File: src/pkg/prs_pkg.sv
// What this block does
// - visit pods in order effluent, return, filter, access on every run
// - run air pump until air-side pressure matches the pod-side pressure
// - open the pod valve only once pressures match
// - inject until pressure moves 50 mmHg and holds for 2 seconds
// - at end of travel withdraw a metered 1 cc of air
// - fail when post pressure differs from pre pressure by over 50 mmHg
// - one pod at a time, advance when finished, stop after last pod
// - a run serves both periodic and prime self-tests
// - faults show through the general self-test fail flag, with the pod in fail_pod
// - negative pods and positive pods use mirrored step directions
// - sensor readings are limited to -250..+250 mmHg
// - return and filter rise 50 mmHg, access and effluent fall 50 mmHg
// - each pod gets at most 45 seconds, else fail
package prs_pkg;

  localparam int unsigned PW          = 10;     // signed mmHg
  localparam int unsigned NPOD        = 4;
  localparam longint     CLK_HZ      = 10_000_000;
  localparam longint     HOLD_MS     = 2000;
  localparam longint     LIMIT_S     = 45;
  localparam int unsigned HOLD_CYC    = 32'(HOLD_MS * CLK_HZ / 1000);
  localparam int unsigned LIMIT_CYC   = 32'(LIMIT_S * CLK_HZ);
  localparam int          STEP_MMHG   = 50;     // travel detect step
  localparam int          VERIFY_MMHG = 50;     // post vs pre limit
  localparam int          MATCH_MMHG  = 2;      // equalisation window
  localparam int          SPAN_MMHG   = 250;    // sensor span, both signs
  // pods 0..3 are effluent, return, filter, access; set bit = negative pod
  localparam logic [3:0]  NEG_PODS    = 4'h9;
  localparam logic [1:0]  LAST_POD    = 2'h3;

  typedef logic signed [PW-1:0] prs_press_t;

  typedef struct packed {
    logic run;   // pump motor on
    logic fill;  // 1 pushes air toward the pod, 0 draws air back
  } prs_pump_t;

  typedef enum logic [2:0] {
    S_IDLE, S_MATCH, S_TRAVEL, S_BACK, S_VERIFY
  } prs_state_t;

endpackage

File: src/logic/prs_sequencer.sv
`timescale 1ns/100ps
`default_nettype none
module prs_sequencer #(
  parameter int unsigned HOLD_CYC  = prs_pkg::HOLD_CYC,
  parameter int unsigned LIMIT_CYC = prs_pkg::LIMIT_CYC
) (
  input  wire logic                       clock,
  input  wire logic                       rst_n,
  input  wire logic                       start,
  input  wire logic                       prime_run,
  input  wire prs_pkg::prs_press_t [3:0]  pod_press,
  input  wire prs_pkg::prs_press_t        sensor_press,
  input  wire logic                       move_done,
  output prs_pkg::prs_pump_t              pump,
  output logic                            move_req,
  output logic [3:0]                      valve_open,
  output logic                            busy,
  output logic                            done,
  output logic                            fail,
  output logic                            prime_tag,
  output logic [1:0]                      fail_pod
);

  ////////////////////////////////////////////////////////////////////////
  // elaboration checks: hold must fit inside the per-pod limit
  generate
    if (HOLD_CYC < 1 || LIMIT_CYC <= HOLD_CYC) begin : g_bad
      $error("prs_sequencer: HOLD_CYC must be >=1 and below LIMIT_CYC");
    end
  endgenerate

  // clamp a reading to the sensor span
  function automatic logic signed [11:0] sat(input prs_pkg::prs_press_t p);
    logic signed [11:0] w;
    w = 12'(p);
    if (w > 12'(prs_pkg::SPAN_MMHG)) begin
      sat = 12'(prs_pkg::SPAN_MMHG);
    end else if (w < -12'(prs_pkg::SPAN_MMHG)) begin
      sat = -12'(prs_pkg::SPAN_MMHG);
    end else begin
      sat = w;
    end
  endfunction

  // magnitude of a difference between two clamped readings
  function automatic logic [11:0] absdiff(input logic signed [11:0] a,
                                          input logic signed [11:0] b);
    logic signed [11:0] d;
    d = a - b;
    absdiff = (d < 0) ? 12'(-d) : 12'(d);
  endfunction

  ////////////////////////////////////////////////////////////////////////
  prs_pkg::prs_state_t state;
  logic [1:0]          pod;
  logic signed [11:0]  pre;       // pod pressure before repositioning
  logic signed [11:0]  base;      // sensor level when the valve opened
  logic [31:0]         hold_cnt;
  logic [31:0]         tmo_cnt;

  // decode of the present reading against the captured levels
  wire logic signed [11:0] sen      = sat(sensor_press);
  wire logic               neg_pod  = prs_pkg::NEG_PODS[pod];
  wire logic [11:0]        match_d  = absdiff(sen, pre);
  wire logic               matched  = match_d <= 12'(prs_pkg::MATCH_MMHG);
  wire logic signed [11:0] moved    = neg_pod ? base - sen : sen - base;
  // negative pods look for a fall, positive pods for a rise
  wire logic               stepped  =
    moved >= 12'(prs_pkg::STEP_MMHG);
  wire logic               hold_ok  = hold_cnt >= HOLD_CYC - 1;
  wire logic               timeout  = tmo_cnt >= LIMIT_CYC - 1;
  wire logic               bad_post =
    match_d > 12'(prs_pkg::VERIFY_MMHG);
  wire logic               last_pod = pod == prs_pkg::LAST_POD;
  wire logic               active   = state != prs_pkg::S_IDLE;
  wire logic signed [11:0] pre_next = sat(pod_press[pod + 2'h1]);

  ////////////////////////////////////////////////////////////////////////
  // per-pod time limit, restarted whenever a new pod is taken up
  always_ff @(posedge clock or negedge rst_n) begin
    if (!rst_n) begin
      tmo_cnt <= 32'h0000_0000;
    end else if (!active || state == prs_pkg::S_VERIFY) begin
      tmo_cnt <= 32'h0000_0000;
    end else begin
      tmo_cnt <= tmo_cnt + 32'h0000_0001;
    end
  end

  // end-of-travel hold: any dip below the step restarts the 2 s window
  always_ff @(posedge clock or negedge rst_n) begin
    if (!rst_n) begin
      hold_cnt <= 32'h0000_0000;
    end else if (state != prs_pkg::S_TRAVEL || !stepped) begin
      hold_cnt <= 32'h0000_0000;
    end else if (!hold_ok) begin
      hold_cnt <= hold_cnt + 32'h0000_0001;
    end
  end

  ////////////////////////////////////////////////////////////////////////
  // sequencer; every output is a flop so the pump and valve drivers
  // never see decode glitches
  always_ff @(posedge clock or negedge rst_n) begin
    if (!rst_n) begin
      state      <= prs_pkg::S_IDLE;
      pod        <= 2'h0;
      pre        <= 12'h000;
      base       <= 12'h000;
      pump       <= '0;
      move_req   <= 1'b0;
      valve_open <= 4'h0;
      busy       <= 1'b0;
      done       <= 1'b0;
      fail       <= 1'b0;
      prime_tag  <= 1'b0;
      fail_pod   <= 2'h0;
    end else begin
      done     <= 1'b0;
      move_req <= 1'b0;
      if (active && timeout) begin
        // quiet everything and report through the common flag in the same cycle
        state      <= prs_pkg::S_IDLE;
        pump       <= '0;
        valve_open <= 4'h0;
        busy       <= 1'b0;
        done       <= 1'b1;
        fail       <= 1'b1;
        fail_pod   <= pod;
      end else begin
        case (state)
          prs_pkg::S_IDLE: begin
            pump       <= '0;
            valve_open <= 4'h0;
            // a start while busy cannot land here, so it is ignored
            if (start) begin
              state     <= prs_pkg::S_MATCH;
              pod       <= 2'h0;
              pre       <= sat(pod_press[0]);
              busy      <= 1'b1;
              fail      <= 1'b0;
              prime_tag <= prime_run;
            end
          end
          prs_pkg::S_MATCH: begin
            if (matched) begin
              pump          <= '0;
              valve_open    <= 4'h0;
              valve_open[pod] <= 1'b1;
              base          <= sen;
              state         <= prs_pkg::S_TRAVEL;
            end else begin
              // drive air side toward the pod side reading
              pump <= '{run: 1'b1, fill: sen < pre};
            end
          end
          prs_pkg::S_TRAVEL: begin
            // the last sample of the window must still be past the step,
            // or a dip on the final cycle would slip through
            if (hold_ok && stepped) begin
              // reverse by one metered volume to centre the diaphragm
              pump     <= '{run: 1'b0, fill: neg_pod};
              move_req <= 1'b1;
              state    <= prs_pkg::S_BACK;
            end else begin
              pump <= '{run: 1'b1, fill: !neg_pod};
            end
          end
          prs_pkg::S_BACK: begin
            if (move_done) begin
              state <= prs_pkg::S_VERIFY;
            end
          end
          prs_pkg::S_VERIFY: begin
            valve_open <= 4'h0;
            pump       <= '0;
            if (bad_post) begin
              state    <= prs_pkg::S_IDLE;
              busy     <= 1'b0;
              done     <= 1'b1;
              fail     <= 1'b1;
              fail_pod <= pod;
            end else if (last_pod) begin
              state <= prs_pkg::S_IDLE;
              busy  <= 1'b0;
              done  <= 1'b1;
            end else begin
              pod   <= pod + 2'h1;
              pre   <= pre_next;
              state <= prs_pkg::S_MATCH;
            end
          end
          default: begin
            state <= prs_pkg::S_IDLE;
          end
        endcase
      end
    end
  end

  ////////////////////////////////////////////////////////////////////////
  // checks kept beside the logic they guard
  a_valve_one_hot: assert property (
    @(posedge clock) disable iff (!rst_n) $onehot0(valve_open))
    else $error("more than one pod valve open");

  a_valve_after_match: assert property (
    @(posedge clock) disable iff (!rst_n)
    $rose(|valve_open) |-> $past(state == prs_pkg::S_MATCH && matched))
    else $error("valve opened before pressures matched");

  a_pod_order: assert property (
    @(posedge clock) disable iff (!rst_n)
    ($changed(pod) && busy && $past(busy)) |-> pod == $past(pod) + 2'h1)
    else $error("pod visited out of order");

  a_back_after_hold: assert property (
    @(posedge clock) disable iff (!rst_n)
    move_req |-> $past(state == prs_pkg::S_TRAVEL && stepped)
                 && $past(hold_cnt) >= HOLD_CYC - 1)
    else $error("withdraw before end of travel hold");

  a_withdraw_dir: assert property (
    @(posedge clock) disable iff (!rst_n)
    move_req |-> !pump.run && pump.fill == neg_pod
                 ##1 state == prs_pkg::S_BACK)
    else $error("metered withdraw in wrong direction");

  a_verify_fail: assert property (
    @(posedge clock) disable iff (!rst_n)
    (state == prs_pkg::S_VERIFY && bad_post && !timeout)
      |=> done && fail && valve_open == 4'h0)
    else $error("post pressure error not reported");

  a_travel_dir: assert property (
    @(posedge clock) disable iff (!rst_n)
    (state == prs_pkg::S_TRAVEL && $past(state) == prs_pkg::S_TRAVEL
     && !move_req) |-> pump.run && pump.fill == !neg_pod)
    else $error("travel pump direction wrong for pod type");

  a_timeout_fail: assert property (
    @(posedge clock) disable iff (!rst_n)
    (active && timeout) |=> done && fail && !busy && !pump.run)
    else $error("pod time limit not enforced");

  a_idle_quiet: assert property (
    @(posedge clock) disable iff (!rst_n)
    (state == prs_pkg::S_IDLE && $past(state) == prs_pkg::S_IDLE)
      |-> valve_open == 4'h0 && !pump.run)
    else $error("pump or valve active while idle");

  // a new start may land in the done cycle, so busy is only checked there
  a_done_pulse: assert property (
    @(posedge clock) disable iff (!rst_n) done |-> !busy ##1 !done)
    else $error("done longer than one cycle");

  a_match_pump_dir: assert property (
    @(posedge clock) disable iff (!rst_n)
    (state == prs_pkg::S_MATCH && !matched && !timeout)
      |=> pump.run && pump.fill == $past(sen < pre))
    else $error("equalisation pump not driven toward pod pressure");

  a_start_first_pod: assert property (
    @(posedge clock) disable iff (!rst_n)
    $rose(busy) |-> pod == 2'h0 && state == prs_pkg::S_MATCH)
    else $error("run did not begin at the effluent pod");

  a_prime_capture: assert property (
    @(posedge clock) disable iff (!rst_n)
    $rose(busy) |-> prime_tag == $past(prime_run))
    else $error("prime flag not captured with start");

  a_fail_with_done: assert property (
    @(posedge clock) disable iff (!rst_n)
    $rose(fail) |-> done)
    else $error("fail raised outside the done pulse");

  a_hold_restart: assert property (
    @(posedge clock) disable iff (!rst_n)
    !(state == prs_pkg::S_TRAVEL && stepped) |=> hold_cnt == 32'h0000_0000)
    else $error("hold window not restarted after a dip");

  // withdraw only once the sensor has moved a full step the right way
  a_step_sign: assert property (
    @(posedge clock) disable iff (!rst_n)
    move_req |-> (neg_pod ? $past(sen) + 12'(prs_pkg::STEP_MMHG) <= base
                          : $past(sen) >= base + 12'(prs_pkg::STEP_MMHG)))
    else $error("end of travel taken before a full step");

  a_start_taken: assert property (
    @(posedge clock) disable iff (!rst_n)
    (start && state == prs_pkg::S_IDLE) |=> busy && !fail)
    else $error("start from idle not taken");

  a_fail_quiet: assert property (
    @(posedge clock) disable iff (!rst_n)
    (done && fail) |-> !pump.run && valve_open == 4'h0)
    else $error("failure reported with pump or valve active");

  a_verify_advance: assert property (
    @(posedge clock) disable iff (!rst_n)
    (state == prs_pkg::S_VERIFY && !bad_post && !last_pod && !timeout)
      |=> state == prs_pkg::S_MATCH && pod == $past(pod) + 2'h1
          && valve_open == 4'h0)
    else $error("sequencer did not advance to the next pod");

endmodule
`default_nettype wire

File: config.mk
export PLATFORM = sky130hd
export DESIGN_NAME = prs_sequencer
export DESIGN_NICKNAME = d
export VERILOG_FILES = /design/src/pkg/prs_pkg.sv /design/src/logic/prs_sequencer.sv
export SDC_FILE = /design/constraint.sdc
export NUM_CORES = 1
export LEC_CHECK = 0
export BUFFER_PORTS_ARGS = -buffer_cell sky130_fd_sc_hd__buf_2
export CORE_UTILIZATION = 44
export CTS_CLUSTER_DIAMETER = 50
export DETAILED_ROUTE_END_ITERATION = 8
export HOLD_SLACK_MARGIN = 0.12
export SLEW_MARGIN = 10
export SYNTH_ARGS = -nofsm -noshare
export SYNTH_HDL_FRONTEND = slang
export SYNTH_SLANG_ARGS = --single-unit
File: constraint.sdc
create_clock -name clock -period 8.5 [get_ports clock]
set_input_delay 0.85 -clock clock [delete_from_list [all_inputs] [get_ports clock]]
set_output_delay 0.85 -clock clock [all_outputs]
set_load 0.1 [all_outputs]
Word level (Yosys, flattened, before mapping). Cells that the tools add are included.

Output and inout port bits: 13. Flip-flop bits (word level): 106. Input bits: 55. Word-level logic and storage cells: 139.

Order comparisons: 16. Multiplexer cells: 59. Reduce and logical (&&, ||, !) cells: 25. Equal/unequal tests: 16. Add/subtract/negate cells: 7. Bitwise operators: 1.

Operators with widths (number): 12-bit two-way mux (11); 32-bit two-way mux (3); 32-bit by 1-bit adder with 32-bit output (second input constant) (2); 12-bit subtractor (3); 32-bit by 25-bit >= comparator with 1-bit output (second input constant) (1); 32-bit by 29-bit >= comparator with 1-bit output (second input constant) (1); 10-bit by 9-bit > comparator with 1-bit output (second input constant) (3); 10-bit by 9-bit < comparator with 1-bit output (second input constant) (3); 12-bit case mux with 2 select lines (1); 10-bit binary-select mux with 2-bit select (1); 1-bit two-way mux (18); 2-bit two-way mux (9); 3-bit two-way mux (5); 3-bit case mux with 5 select lines (1); 12-bit by 7-bit >= comparator with 1-bit output (second input constant) (1); 12-bit by 6-bit > comparator with 1-bit output (second input constant) (1); 12-bit by 2-bit <= comparator with 1-bit output (second input constant) (1); 12-bit by 1-bit < comparator with 1-bit output (second input constant) (1); 12-bit < comparator (1); 3-bit inequality test (second input constant) (4); 12-bit negation (1); 3-bit AND reduction (4); 10-bit two-way mux (1); 3-bit nonzero test (3); 29 further kinds (44).

Depth between registers and ports, before layout. Gate-level depths: netlist of run 1.

Depth after elaboration: 10. Mapped depth: 19.

Worst setup path after synthesis of run 1. Ideal clock, no wire load.

Kind: input to register. Start point: input port sensor_press[1]. End point: register pre[0]. Library setup time: 0.125 ns. Data arrival time: 4.812 ns. Slack: 3.563 ns. Stages: 19. Cell sequence: a211oi_1 nand4_1 nand3_1 ha_1 nor3b_1 inv_1 ha_1 fa_1 nand2b_1 a21oi_1 xor2_1 nor3_2 or2b_1 a211oi_2 o21a_1 nand4_1 a21oi_1 buf_6 mux2_4.

Longest elaborated chain between the ends: 9. Elaborated cells between the ends (all ways): 11. Those cells by class: 2 x add/sub; 4 x order compare; 1 x eq/ne; 3 x mux; 1 x reduce/logical.

Ends and longest elaborated chain: start: declaration (RTL line prs_sequencer.sv:12) `input wire prs_pkg::prs_press_t sensor_press,`; 10-bit by 9-bit < comparator with 1-bit output (RTL line prs_sequencer.sv:38) `end else if (w < -12'(prs_pkg::SPAN_MMHG)) begin`; 12-bit two-way mux (RTL line prs_sequencer.sv:38); 12-bit two-way mux (*) (RTL line prs_sequencer.sv:36) `if (w > 12'(prs_pkg::SPAN_MMHG)) begin`; net sen[0] (RTL line prs_sequencer.sv:62) `wire logic signed [11:0] sen = sat(sensor_press);`; 12-bit subtractor (*) (RTL line prs_sequencer.sv:49) `d = a - b;`; 12-bit negation or 12-bit by 1-bit < comparator with 1-bit output (tied branches) (RTL line prs_sequencer.sv:50) `absdiff = (d < 0) ? 12'(-d) : 12'(d);`; 12-bit two-way mux (*) (RTL line prs_sequencer.sv:50); 12-bit by 6-bit > comparator with 1-bit output (*) (RTL line prs_sequencer.sv:73) `match_d > 12'(prs_pkg::VERIFY_MMHG);`; 2-bit inequality test (no source line) (*); 5-bit AND reduction (no source line) (*); end signal: assignment (RTL line prs_sequencer.sv:139) `pre <= sat(pod_press[0]);`; end signal: assignment (RTL line prs_sequencer.sv:189) `pre <= pre_next;`; end: declaration (RTL line prs_sequencer.sv:56) `logic signed [11:0] pre;`.

Mark *: on every way through the listed nets, which the timed path passes. The rest lies on a longest branch. A chain may end at the register's enable or synchronous reset.

Worst setup path in the final report of run 1. Same ends and word-level chain as after synthesis.

==> results of run 1 <==
logic make-up (layout without fill, tap and decap cells):
family / Yosys count / count (layout)
multiplexers: 33 / 33
flip-flops: 102 / 102
AND/OR/NAND/NOR: 313 / 313
XOR/XNOR: 63 / 63
AO/OA/AOI/OAI: 183 / 183
adder cells (fa/ha/maj): 43 / 43
buffers and inverters: 91 / 153
power breakdown:
part           switching [W]  leakage (nW)  internal, W
Sequential         0.0000661          1.33     0.000561
Clock               0.000202         0.150     0.000235
Combinational       0.000829          2.18     0.000475
cells in the final DEF (no fill, tap or decap), types with 5 or more instances in the layout:
master and n:
sky130_fd_sc_hd__a221oi_1 7, sky130_fd_sc_hd__o21ai_0 53, sky130_fd_sc_hd__xor2_1 38, sky130_fd_sc_hd__nand4_1 12, sky130_fd_sc_hd__nand2_1 59, sky130_fd_sc_hd__buf_2 66
sky130_fd_sc_hd__mux2i_1 16, sky130_fd_sc_hd__ha_1 40, sky130_fd_sc_hd__and2_1 11, sky130_fd_sc_hd__and3_1 11, sky130_fd_sc_hd__nor2b_1 8, sky130_fd_sc_hd__o211ai_1 7
sky130_fd_sc_hd__a21oi_1 38, sky130_fd_sc_hd__dfrtp_1 102, sky130_fd_sc_hd__nor3_1 13, sky130_fd_sc_hd__nor2_1 108, sky130_fd_sc_hd__nand2b_1 7, sky130_fd_sc_hd__nand3_1 35
sky130_fd_sc_hd__a2111o_1 5, sky130_fd_sc_hd__a21o_1 7, sky130_fd_sc_hd__clkbuf_16 9, sky130_fd_sc_hd__o21a_1 6, sky130_fd_sc_hd__inv_1 64, sky130_fd_sc_hd__a211oi_1 7
sky130_fd_sc_hd__mux4_2 10, sky130_fd_sc_hd__or3_1 16, sky130_fd_sc_hd__nor4_1 5, sky130_fd_sc_hd__buf_4 6, sky130_fd_sc_hd__xnor2_1 25
worst max-delay path, delay by kind of cell:
kind,cells,cell delay [ps]
mux,1,310
buf+inv,2,350
simple gates,3,300
fa+ha+maj,2,760
compound gates,10,3010
worst max-delay path by stage:
stage / slack, ps / startpoint / cells after the start / end
after floorplan: 3560 / sensor_press[1] / 19 / pre[0]$_DFFE_PN0P_
after global placement: 3010 / sensor_press[1] / 20 / pre[8]$_DFFE_PN0P_
after detailed placement: 2850 / sensor_press[1] / 18 / pre[0]$_DFFE_PN0P_
after CTS: 3250 / sensor_press[1] / 18 / pre[0]$_DFFE_PN0P_
after global routing: 2840 / sensor_press[1] / 18 / base[3]$_DFFE_PN0P_
final: 3140 / sensor_press[1] / 18 / pre[0]$_DFFE_PN0P_
area by class of cell:
| type | instances | area share, % |
|---|---|---|
| multi-input combinational | 635 | 54.06 |
| sequential | 102 | 31.22 |
| timing repair buffer | 72 | 4.591 |
| tap | 216 | 3.306 |
| inverter | 65 | 2.984 |
| clock buffer | 9 | 2.755 |
| clock inverter | 7 | 1.087 |
through the flow:
stage / hold WS, ps / std cells / instance area, sq um / util, %
3_5_place_dp: 455.1 / 1090 / 7861 / 48.78
3_3_place_gp: 446.2 / 1090 / 7861 / 48.78
5_1_grt: 393.2 / 1106 / 8175 / 50.73
6_report: 384.9 / 1106 / 8175 / 50.73
4_1_cts: 384.2 / 1106 / 8175 / 50.73
2_1_floorplan: 424.5 / 828 / 7360 / -
layer usage:
metal | up-vias | GRT usage (%) | share of wire [%]
met5 | - | 0 | 0
met1 | 2875 | 27.81 | 47
met2 | 106 | 34.81 | 47
met4 | 0 | 7.041 | 2.2
met3 | 26 | 4.205 | 3.3
li1 | 3058 | - | -
synth_stat cells (4+ instances only):
library cell	n	area, sq um
sky130_fd_sc_hd__nand3_1	35	175.2
sky130_fd_sc_hd__mux2i_1	16	160.2
sky130_fd_sc_hd__o211ai_1	7	52.55
sky130_fd_sc_hd__nand2_1	59	221.5
sky130_fd_sc_hd__o21ai_0	53	265.3
sky130_fd_sc_hd__nand2b_1	7	43.79
sky130_fd_sc_hd__dfrtp_1	102	2552
sky130_fd_sc_hd__clkbuf_1	11	41.29
sky130_fd_sc_hd__nor2_1	109	409.1
sky130_fd_sc_hd__buf_6	4	45.04
sky130_fd_sc_hd__mux4_2	10	225.2
sky130_fd_sc_hd__nand4_1	12	75.07
sky130_fd_sc_hd__nor3_1	13	65.06
sky130_fd_sc_hd__or3_1	16	100.1
sky130_fd_sc_hd__inv_1	64	240.2
sky130_fd_sc_hd__a221oi_1	7	61.31
sky130_fd_sc_hd__nor2b_1	8	50.05
sky130_fd_sc_hd__xnor2_1	25	219.0
sky130_fd_sc_hd__o21a_1	6	45.04
sky130_fd_sc_hd__xor2_1	38	332.8
sky130_fd_sc_hd__a2111o_1	5	56.30
sky130_fd_sc_hd__nor3b_1	4	30.03
sky130_fd_sc_hd__ha_1	40	500.5
sky130_fd_sc_hd__a21o_1	7	52.55
sky130_fd_sc_hd__nor4_1	5	31.28
sky130_fd_sc_hd__a211oi_1	7	52.55
sky130_fd_sc_hd__and2_1	11	68.82
sky130_fd_sc_hd__a21oi_1	38	190.2
sky130_fd_sc_hd__and3_1	11	68.82
sky130_fd_sc_hd__o21ai_1	4	20.02
sky130_fd_sc_hd__mux2_4	4	60.06
sky130_fd_sc_hd__buf_2	6	30.03
flip-flops by register name, indices dropped and copies added (netlist names):
name        flops
hold_cnt       32
tmo_cnt        32
base           10
pre            10
valve_open      4
state           3
fail_pod        2
pod             2
pump            2
busy            1
done            1
fail            1
move_req        1
prime_tag       1
==> results.md, run 1 <==
* Register Area at 2552 sq um
* Number of global-route vias before repair at 5857
* Relative slew slack at 31.31%
* Diodes inserted at 0
* Filler cell count in the final layout at 1538
* Data arrival time of the worst path at 5590 ps
* Total power after layout at 0.002368 W
* Pre-antenna DRT Iters at 5
* Antenna violations before repair at 0
* Final routed wire length divided by cell count at 15.91 um
* Worst-Margin Slew at 1030 ps
* Post-synthesis area per instance at 8.888 sq um
* Post-DRT Antenna Nets at 0
* Number of max-cap violations at 0
* Layout Nets at 983
* Core Footprint at 16120 sq um
* Mapped Cells at 828
* Syn. warnings at 0
* Aggregate global-route resource usage at 21.17%
* Simple-gate share of the synthesized area at 21.37%
* Crit path setup slack, layout at 3141 ps
* Clock buffer count from CTS at 9
* Total Negative Setup Slacks at 0 ps
* Highest attainable clock frequency at 186.6 MHz
* Reg-to-reg startpoint: pod[0]$_DFFE_PN0P_
* Via/cell ratio at 5.484
* Slowest cell on the critical path: sky130_fd_sc_hd__o311ai_0
* Minimum setup slack among reg-to-reg paths at 4280 ps
* Main combinational cell family by area after synthesis: simple AND/OR/NAND/NOR gates
* Cell variety after synth at 82
* Chip Width at 131.3 um
* Critical path required time at 8730 ps
* Final min period at 5359 ps
* Placer Congestion at 0.8554
* Worst Clk Skew at 11.92 ps
* Hold Vio Cnt, Final at 0
* Synthesized net count at 926
* Stage delay of the slowest cell on the critical path at 690 ps
* Number of enable flip-flop cells after synthesis at 0
* Worst vdd rail ir drop at 0.0001493 V
* Crit path capture type: register
* RSZ-0062 raised after global routing: false
* Routed Wire Length at 17.60 mm
* Leftover overflow at the end of global routing at 0
* Die Area at 17250 sq um
* Crit-path max FO at 10
* Final cycle utilization of the critical path at 63.05%
* Critical path class: input port to register
* Fraction of layout cells with a size suffix above 1 at 14.27%
* Buffers inserted during post-CTS setup optimization at 0
* Height of the chip at 131.3 um
* Cell count of the worst reg-to-reg path at 13
* Cell row count at 46
* Power density cells at 289.6 nW/um^2
* Synth Area in Adders at 7.616%
* Count of state elements after synthesis at 102
* P&R area growth vs syn at 11.08%
* Maximum number of pins on one net before global-route repair at 81
* Critical Path Source Type: input port
* Area of the multi-input gates at 4419 sq um
* Bufs on Longest Clock Path at 2
* # hold bufs at CTS at 0
* CP Cell Sequence: buf_2 -> a211oi_1 -> nand4_1 -> nand3_1 -> ha_1 -> o21ai_0 -> ha_1 -> o21ai_1 -> a21oi_1 -> o311ai_0 -> a211oi_1 -> a2111oi_0 -> a211o_1 -> o21a_1 -> nand4_1 -> a21oi_1 -> buf_4 -> mux2_4
* Latest clock arrival within the worst-skew pair at 360 ps
* TritonCTS clock tree: built
* Final count of negative-setup-slack endpoints at 0
* Count of instances resized after the clock tree is built at 0
* Root buffer cell: sky130_fd_sc_hd__clkbuf_16
* Number of buffer cells added on primary ports at 67
* HP Class: input port to asynchronous set/reset pin
* Post-CTS clock slew at the launch and capture registers of the worst setup and hold paths at 70 ps
* Overall via count from detail_route at 6065
* Post-route DRC at 0
* Share of synthesized registers carrying an async set or reset at 100.0%
* H-tree levels at 3
* FF-to-FF End: hold_cnt[14]$_DFFE_PN0P_
* Fraction of the mapped netlist area in compound gates at 17.02%
* Share of synthesized area spent on multiplexers at 6.511%
* Iteration-0 DRC Markers at 324
* Post-synthesis instance area at 7360 sq um
* Xor and xnor area share after synthesis at 7.497%
* Number of slew-limit violations in the final report at 0
* Dpl ws at 2854 ps
* Sequential-to-total area share from yosys stat at 34.68%
* I/O pin count at 68
* Most common flop cell mapped by yosys: sky130_fd_sc_hd__dfrtp_1
* First-pass GRT wire length at 29.24 mm
* Sinks on Clock Net at 102
* Effective utilization at floorplan at 45.67%
* Detailed-placement wirelength estimate at 13.44 mm
* Leakage at 3.660 nW
* Result of the run: completed
No activity file was read; power rests on OpenSTA's default activity.
==> run 2: changes to the inputs <==
==> constraint.sdc (replaced) <==
create_clock -name clock -period 5.6 [get_ports clock]
set_input_delay 0.56 -clock clock [delete_from_list [all_inputs] [get_ports clock]]
set_output_delay 0.56 -clock clock [all_outputs]
set_load 0.1 [all_outputs]
==> results.md, run 2 (synthesis results as in run 1) <==
* Final cycle utilization of the critical path at 88.90%
* Placed cells at 1098
* Regs by FF count: hold_cnt x32, tmo_cnt x32
* H-tree levels at 3
* Leftover overflow at the end of global routing at 0
* Clock buffer count from CTS at 9
* Crit-path max FO at 10
* Cell row count at 46
* First-pass GRT wire length at 28.84 mm
* Reg-to-reg startpoint: pre[0]$_DFFE_PN0P_
* Beginning of the critical path: sensor_press[1]
* Routed Wire Length at 17.44 mm
* Number of slew-limit violations in the final report at 0
* Latest clock arrival within the worst-skew pair at 360 ps
* Commonest cells after routing, fill and taps aside: sky130_fd_sc_hd__nor2_1, sky130_fd_sc_hd__dfrtp_1, sky130_fd_sc_hd__buf_2
* Worst-Margin Slew at 791.5 ps
* Leakage at 3.678 nW
* Area of the multi-input gates at 4419 sq um
* Buffers inserted during post-CTS setup optimization at 0
* Number of buffer cells added on primary ports at 67
* Post-route DRC at 0
* Post-DRT Antenna Nets at 0
* Fraction of layout cells with a size suffix above 1 at 14.81%
* CP Cell Sequence: buf_2 -> a211oi_1 -> nand4_1 -> nand3_1 -> ha_1 -> nor3b_1 -> inv_1 -> ha_1 -> fa_1 -> nand2b_1 -> a21oi_1 -> xor2_1 -> nor3_2 -> a2111oi_0 -> a211o_1 -> o21a_1 -> nand4_1 -> a21oi_1 -> buf_12 -> mux2_4
* Highest attainable clock frequency at 200.9 MHz
* Commonest non-fill, non-tap cell in the layout: sky130_fd_sc_hd__nor2_1
* TritonCTS clock tree: built
* Critical path class: input port to register
* Diodes inserted at 0
* Final routed wire length divided by cell count at 15.66 um
* Effective utilization at floorplan at 45.67%
* Final non-filler cell total at 1114
* Layout Nets at 991
* Height of the chip at 131.3 um
* Capture point of the critical path: pre[10]$_DFFE_PN0P_
* Maximum number of pins on one net before global-route repair at 64
* Die Area at 17250 sq um
* Aggregate global-route resource usage at 20.96%
* Critical path required time at 5830 ps
* Hold Vio Cnt, Final at 0
* Register Area at 2552 sq um
* Placer Congestion at 0.8403
* Pre-antenna DRT Iters at 5
* Detailed-placement wirelength estimate at 13.40 mm
* Minimum setup slack among reg-to-reg paths at 1760 ps
* Root buffer cell: sky130_fd_sc_hd__clkbuf_16
* Relative slew slack at 47.24%
* Final min period at 4978 ps
* Final count of negative-setup-slack endpoints at 0
* Power density cells at 430.5 nW/um^2
* # hold bufs at CTS at 0
* Bufs on Longest Clock Path at 2
* Cell count of the worst reg-to-reg path at 13
* I/O pin count at 68
* FF-to-FF End: pre[10]$_DFFE_PN0P_
* Data arrival time of the worst path at 5210 ps
* HP Class: input port to asynchronous set/reset pin
* Count of instances resized after the clock tree is built at 0
* P&R area growth vs syn at 11.54%
* Worst Clk Skew at 9.994 ps
* Crit path capture type: register
* Worst vdd rail ir drop at 0.0002125 V
* Total Negative Setup Slacks at 0 ps
* Number of global-route vias before repair at 5784
* Sinks on Clock Net at 102
* Post-CTS clock slew at the launch and capture registers of the worst setup and hold paths at 70 ps
* Chip Width at 131.3 um
* Number of max-cap violations at 0
* Critical Path Source Type: input port
* Filler cell count in the final layout at 1559
* Slowest cell on the critical path: sky130_fd_sc_hd__xor2_1
* Iteration-0 DRC Markers at 293
* Via/cell ratio at 5.429
* RSZ-0062 raised after global routing: false
* Stage delay of the slowest cell on the critical path at 470 ps
* Overall via count from detail_route at 6048
* Result of the run: completed
* Total power after layout at 0.003534 W
* Core Footprint at 16120 sq um
* Antenna violations before repair at 0
-- run 2: cell count changes in the layout (fill, tap and decap cells not counted) --
cell | before | now
sky130_fd_sc_hd__bufinv_16 | 1 | 0
sky130_fd_sc_hd__clkinv_4 | 1 | 0
sky130_fd_sc_hd__clkinv_8 | 1 | 0
sky130_fd_sc_hd__inv_8 | 0 | 1
sky130_fd_sc_hd__buf_4 | 6 | 13
sky130_fd_sc_hd__clkbuf_1 | 0 | 2
sky130_fd_sc_hd__clkinvlp_4 | 1 | 3
sky130_fd_sc_hd__buf_12 | 0 | 1
sky130_fd_sc_hd__inv_6 | 3 | 1
-- run 2: power breakdown --
part | total, W | internal (W) | leakage (nW) | switching [W]
Sequential | 0.000950 | 0.000851 | 1.33 | 0.0000983
Combinational | 0.00199 | 0.000738 | 2.22 | 0.00125
Clock | 0.000598 | 0.000307 | 0.124 | 0.000291
-- run 2: how the worst min path moves through the flow --
stage | start | end | depth (start not counted)
floorplan | rst_n | base[0]$_DFFE_PN0P_ | 0
global placement | tmo_cnt[0]$_DFF_PN0_ | tmo_cnt[0]$_DFF_PN0_ | 1
detailed placement | tmo_cnt[0]$_DFF_PN0_ | tmo_cnt[0]$_DFF_PN0_ | 1
CTS | rst_n | tmo_cnt[26]$_DFF_PN0_ | 1
global route | rst_n | tmo_cnt[25]$_DFF_PN0_ | 1
finish | rst_n | tmo_cnt[24]$_DFF_PN0_ | 1
-- run 2: layout make-up --
class / count / area share (%)
clock buffers: 11 / 2.835
clock inverters: 5 / 0.5182
inverters: 65 / 2.972
multi-input cells: 635 / 53.83
flip-flops and latches: 102 / 31.09
well taps: 216 / 3.292
repair buffers: 80 / 5.456
-- run 2: worst max-delay path, delay by kind of cell --
| kind | cells | cell delay [ps] |
|---|---|---|
| fa+ha+maj | 3 | 970 |
| simple gates | 6 | 1030 |
| compound gates | 6 | 1450 |
| mux | 1 | 300 |
| buf+inv | 3 | 420 |
| xor+xnor | 1 | 470 |
-- run 2: metrics by stage --
step	setup WS, ps	instance area (sq um)	hold WS, ps	util [%]
3_5_place_dp	325.7	7934	448.2	49.23
2_1_floorplan	952.9	7360	264.4	-
5_1_grt	127.6	8209	362.6	50.94
6_report	621.8	8209	297.0	50.94
3_3_place_gp	396.6	7934	444.7	49.23
4_1_cts	663.4	8209	321.8	50.94
-- run 2: per-layer routing --
| layer | global-route usage, % | share of wire, % |
|---|---|---|
| met5 | 0 | 0 |
| met4 | 5.491 | 1.6 |
| met3 | 4.090 | 3.7 |
| met2 | 34.63 | 48 |
| met1 | 28.00 | 47 |
==> run 3: changes to the inputs <==
--- a/config.mk
+++ b/config.mk
@@ -10,6 +10,7 @@
 export CTS_CLUSTER_DIAMETER = 50
 export DETAILED_ROUTE_END_ITERATION = 8
 export HOLD_SLACK_MARGIN = 0.12
+export PLACE_DENSITY = 0.61
 export SLEW_MARGIN = 10
 export SYNTH_ARGS = -nofsm -noshare
 export SYNTH_HDL_FRONTEND = slang
==> constraint.sdc (replaced) <==
create_clock -name clock -period 4 [get_ports clock]
set_input_delay 0.4 -clock clock [delete_from_list [all_inputs] [get_ports clock]]
set_output_delay 0.4 -clock clock [all_outputs]
set_load 0.1 [all_outputs]
==> results.md, run 3 (synthesis results as in run 1) <==
* Post-DRT Antenna Nets at 0
* P&R area growth vs syn at 25.64%
* HP Class: input port to register
* Iteration-0 DRC Markers at 364
* Overall via count from detail_route at 6465
* Cell count of the worst reg-to-reg path at 14
* Post-route DRC at 0
* Placed cells at 1181
* Latest clock arrival within the worst-skew pair at 360 ps
* Pre-antenna DRT Iters at 4
* Minimum setup slack among reg-to-reg paths at 580 ps
* H-tree levels at 3
* Result of the run: completed
* Root buffer cell: sky130_fd_sc_hd__clkbuf_16
* Aggregate global-route resource usage at 22.23%
* Effective utilization at floorplan at 45.67%
* Sum of buffers and inverters on the critical path at 3
* Critical path depth in cells at 20
* Cell row count at 46
* Data arrival time of the worst path at 4220 ps
* Commonest non-fill, non-tap cell in the layout: sky130_fd_sc_hd__nor2_1
* RSZ-0062 raised after global routing: true
* Filler cell count in the final layout at 1486
* CP Cell Sequence: buf_6 -> a211oi_2 -> nand4_1 -> nand3_2 -> ha_4 -> nor3b_4 -> inv_2 -> ha_4 -> fa_2 -> nand2b_4 -> a2111o_1 -> o311ai_4 -> a211oi_2 -> a2111oi_2 -> a211o_1 -> o21a_1 -> nand4_1 -> a21oi_2 -> buf_12 -> mux2_4
* Reg-to-reg startpoint: pod[1]$_DFFE_PN0P_
* Crit path setup slack, layout at 30.95 ps
* Total Negative Setup Slacks at 0 ps
* I/O pin count at 68
* Commonest cells after routing, fill and taps aside: sky130_fd_sc_hd__nor2_1, sky130_fd_sc_hd__dfrtp_1, sky130_fd_sc_hd__buf_4
* Total power after layout at 0.005948 W
* Critical path required time at 4250 ps
* Number of max-cap violations at 0
* Number of global-route vias before repair at 6153
* Capture point of the critical path: pre[0]$_DFFE_PN0P_
* Antenna violations before repair at 1
* Crit path capture type: register
* Post-route worst hold slack at 276.4 ps
* Power density cells at 643.2 nW/um^2
* Maximum number of pins on one net before global-route repair at 63
* Leakage at 4.213 nW
* Beginning of the critical path: sensor_press[1]
* Final count of negative-setup-slack endpoints at 0
* Layout Nets at 1081
* Clock buffer count from CTS at 9
* Number of buffer cells added on primary ports at 67
* Delay-heaviest family, CP: compound AO/OA/AOI/OAI gates
* Stage delay of the slowest cell on the critical path at 410 ps
* Slowest cell on the critical path: sky130_fd_sc_hd__a2111o_1
* Critical Path Source Type: input port
* Die Area at 17250 sq um
* Routed Wire Length at 18.53 mm
* Critical path class: input port to register
* Worst-Margin Slew at 809.0 ps
* Final cycle utilization of the critical path at 99.23%
* FF-to-FF End: hold_cnt[13]$_DFFE_PN0P_
* Placer Congestion at 0.8476
* Detailed-placement wirelength estimate at 13.94 mm
* Via/cell ratio at 5.365
* Final min period at 3969 ps
* Worst Clk Skew at 9.208 ps
* Dpl ws at -453.4 ps
* Hold Vio Cnt, Final at 0
* Area of the multi-input gates at 4708 sq um
* Height of the chip at 131.3 um
* Bufs on Longest Clock Path at 2
* Final routed wire length divided by cell count at 15.38 um
* Final non-filler cell total at 1205
* TritonCTS clock tree: built
* Number of slew-limit violations in the final report at 0
* Leftover overflow at the end of global routing at 0
* Sinks on Clock Net at 102
* Worst vdd rail ir drop at 0.0003472 V
* Post-CTS clock slew at the launch and capture registers of the worst setup and hold paths at 70 ps
* Fraction of layout cells with a size suffix above 1 at 26.92%
* Relative slew slack at 46.07%
* Register Area at 2552 sq um
* Chip Width at 131.3 um
* Core Footprint at 16120 sq um
* First-pass GRT wire length at 30.58 mm
* Crit-path max FO at 6
* Regs by FF count: hold_cnt x32, tmo_cnt x32
* Highest attainable clock frequency at 252.0 MHz
## run 3: cell count changes in the layout (fill, tap and decap cells not counted), moves of 4 or more
cell                      delta
sky130_fd_sc_hd__or3_1       -4
sky130_fd_sc_hd__a21oi_1     -7
sky130_fd_sc_hd__or3_4       +4
sky130_fd_sc_hd__buf_4      +85
sky130_fd_sc_hd__a21oi_2     +4
sky130_fd_sc_hd__o21ai_0     -5
## run 3: power breakdown
group / switching (W) / total (W) / internal (W) / leakage [nW]
clock: 0.000436 / 0.000885 / 0.000450 / 0.146
sequential: 0.000142 / 0.00133 / 0.00119 / 1.33
combinational: 0.00208 / 0.00373 / 0.00165 / 2.74
total: 0.00266 / 0.00595 / 0.00329 / 4.21
## run 3: metal layers
metal | routed length, um | GRT usage [%] | vias to the layer above
met1 | 8556 | 28.66 | 3094
li1 | - | - | 3247
met5 | 0 | 0 | -
met4 | 261 | 5.749 | 0
met3 | 569 | 4.745 | 19
met2 | 9140 | 37.71 | 105
## run 3: area by class of cell
type | count | area share (%)
Tap cell | 216 | 2.923
Sequential cell | 102 | 27.60
Timing Repair Buffer | 170 | 12.69
Clock buffer | 10 | 2.585
Antenna cell | 1 | 0.02706
Inverter | 65 | 2.639
Clock inverter | 6 | 0.6089
Multi-Input combinational cell | 635 | 50.92
## run 3: timing repair
action                                  in CTS  in global routing
setup buffers                                3                  3
hold endpoints to repair                     1                  0
hold buffers                                 1                  0
pin swaps                                    8                 16
resized for setup                           11                 36
endpoints found under the setup margin      18                 68
## run 3: worst reg2reg max path, cell delays in order, from the launching register on
cell	delay, ps
sky130_fd_sc_hd__dfrtp_1	440
sky130_fd_sc_hd__inv_1	110
sky130_fd_sc_hd__ha_1	480
sky130_fd_sc_hd__clkinv_1	320
sky130_fd_sc_hd__a211o_1	300
sky130_fd_sc_hd__a31oi_1	230
sky130_fd_sc_hd__nor2_1	100
sky130_fd_sc_hd__xor2_1	170
sky130_fd_sc_hd__a2111oi_2	350
sky130_fd_sc_hd__buf_4	180
sky130_fd_sc_hd__nand2_1	50
sky130_fd_sc_hd__a21o_1	170
sky130_fd_sc_hd__nand4b_1	140
sky130_fd_sc_hd__buf_12	200
sky130_fd_sc_hd__nor2_1	90
## run 3: stage by stage
| step | util, % | instance area (sq um) |
|---|---|---|
| detailed placement | 53.91 | 8687 |
| global placement | 53.91 | 8687 |
| CTS | 56.19 | 9055 |
| global route | 57.38 | 9246 |
| finish | 57.38 | 9246 |
| floorplan | - | 7452 |
## run 3: worst min-delay path by stage
| stage | from | endpoint | slack (ps) | cells after the start |
|---|---|---|---|---|
| after floorplan | rst_n | base[0]$_DFFE_PN0P_ | 100 | 0 |
| after global placement | tmo_cnt[0]$_DFF_PN0_ | tmo_cnt[0]$_DFF_PN0_ | 440 | 1 |
| after detailed placement | tmo_cnt[0]$_DFF_PN0_ | tmo_cnt[0]$_DFF_PN0_ | 450 | 1 |
| after CTS | prime_run | prime_tag$_DFFE_PN0P_ | 270 | 2 |
| after global routing | prime_run | prime_tag$_DFFE_PN0P_ | 280 | 2 |
| final | prime_run | prime_tag$_DFFE_PN0P_ | 280 | 2 |
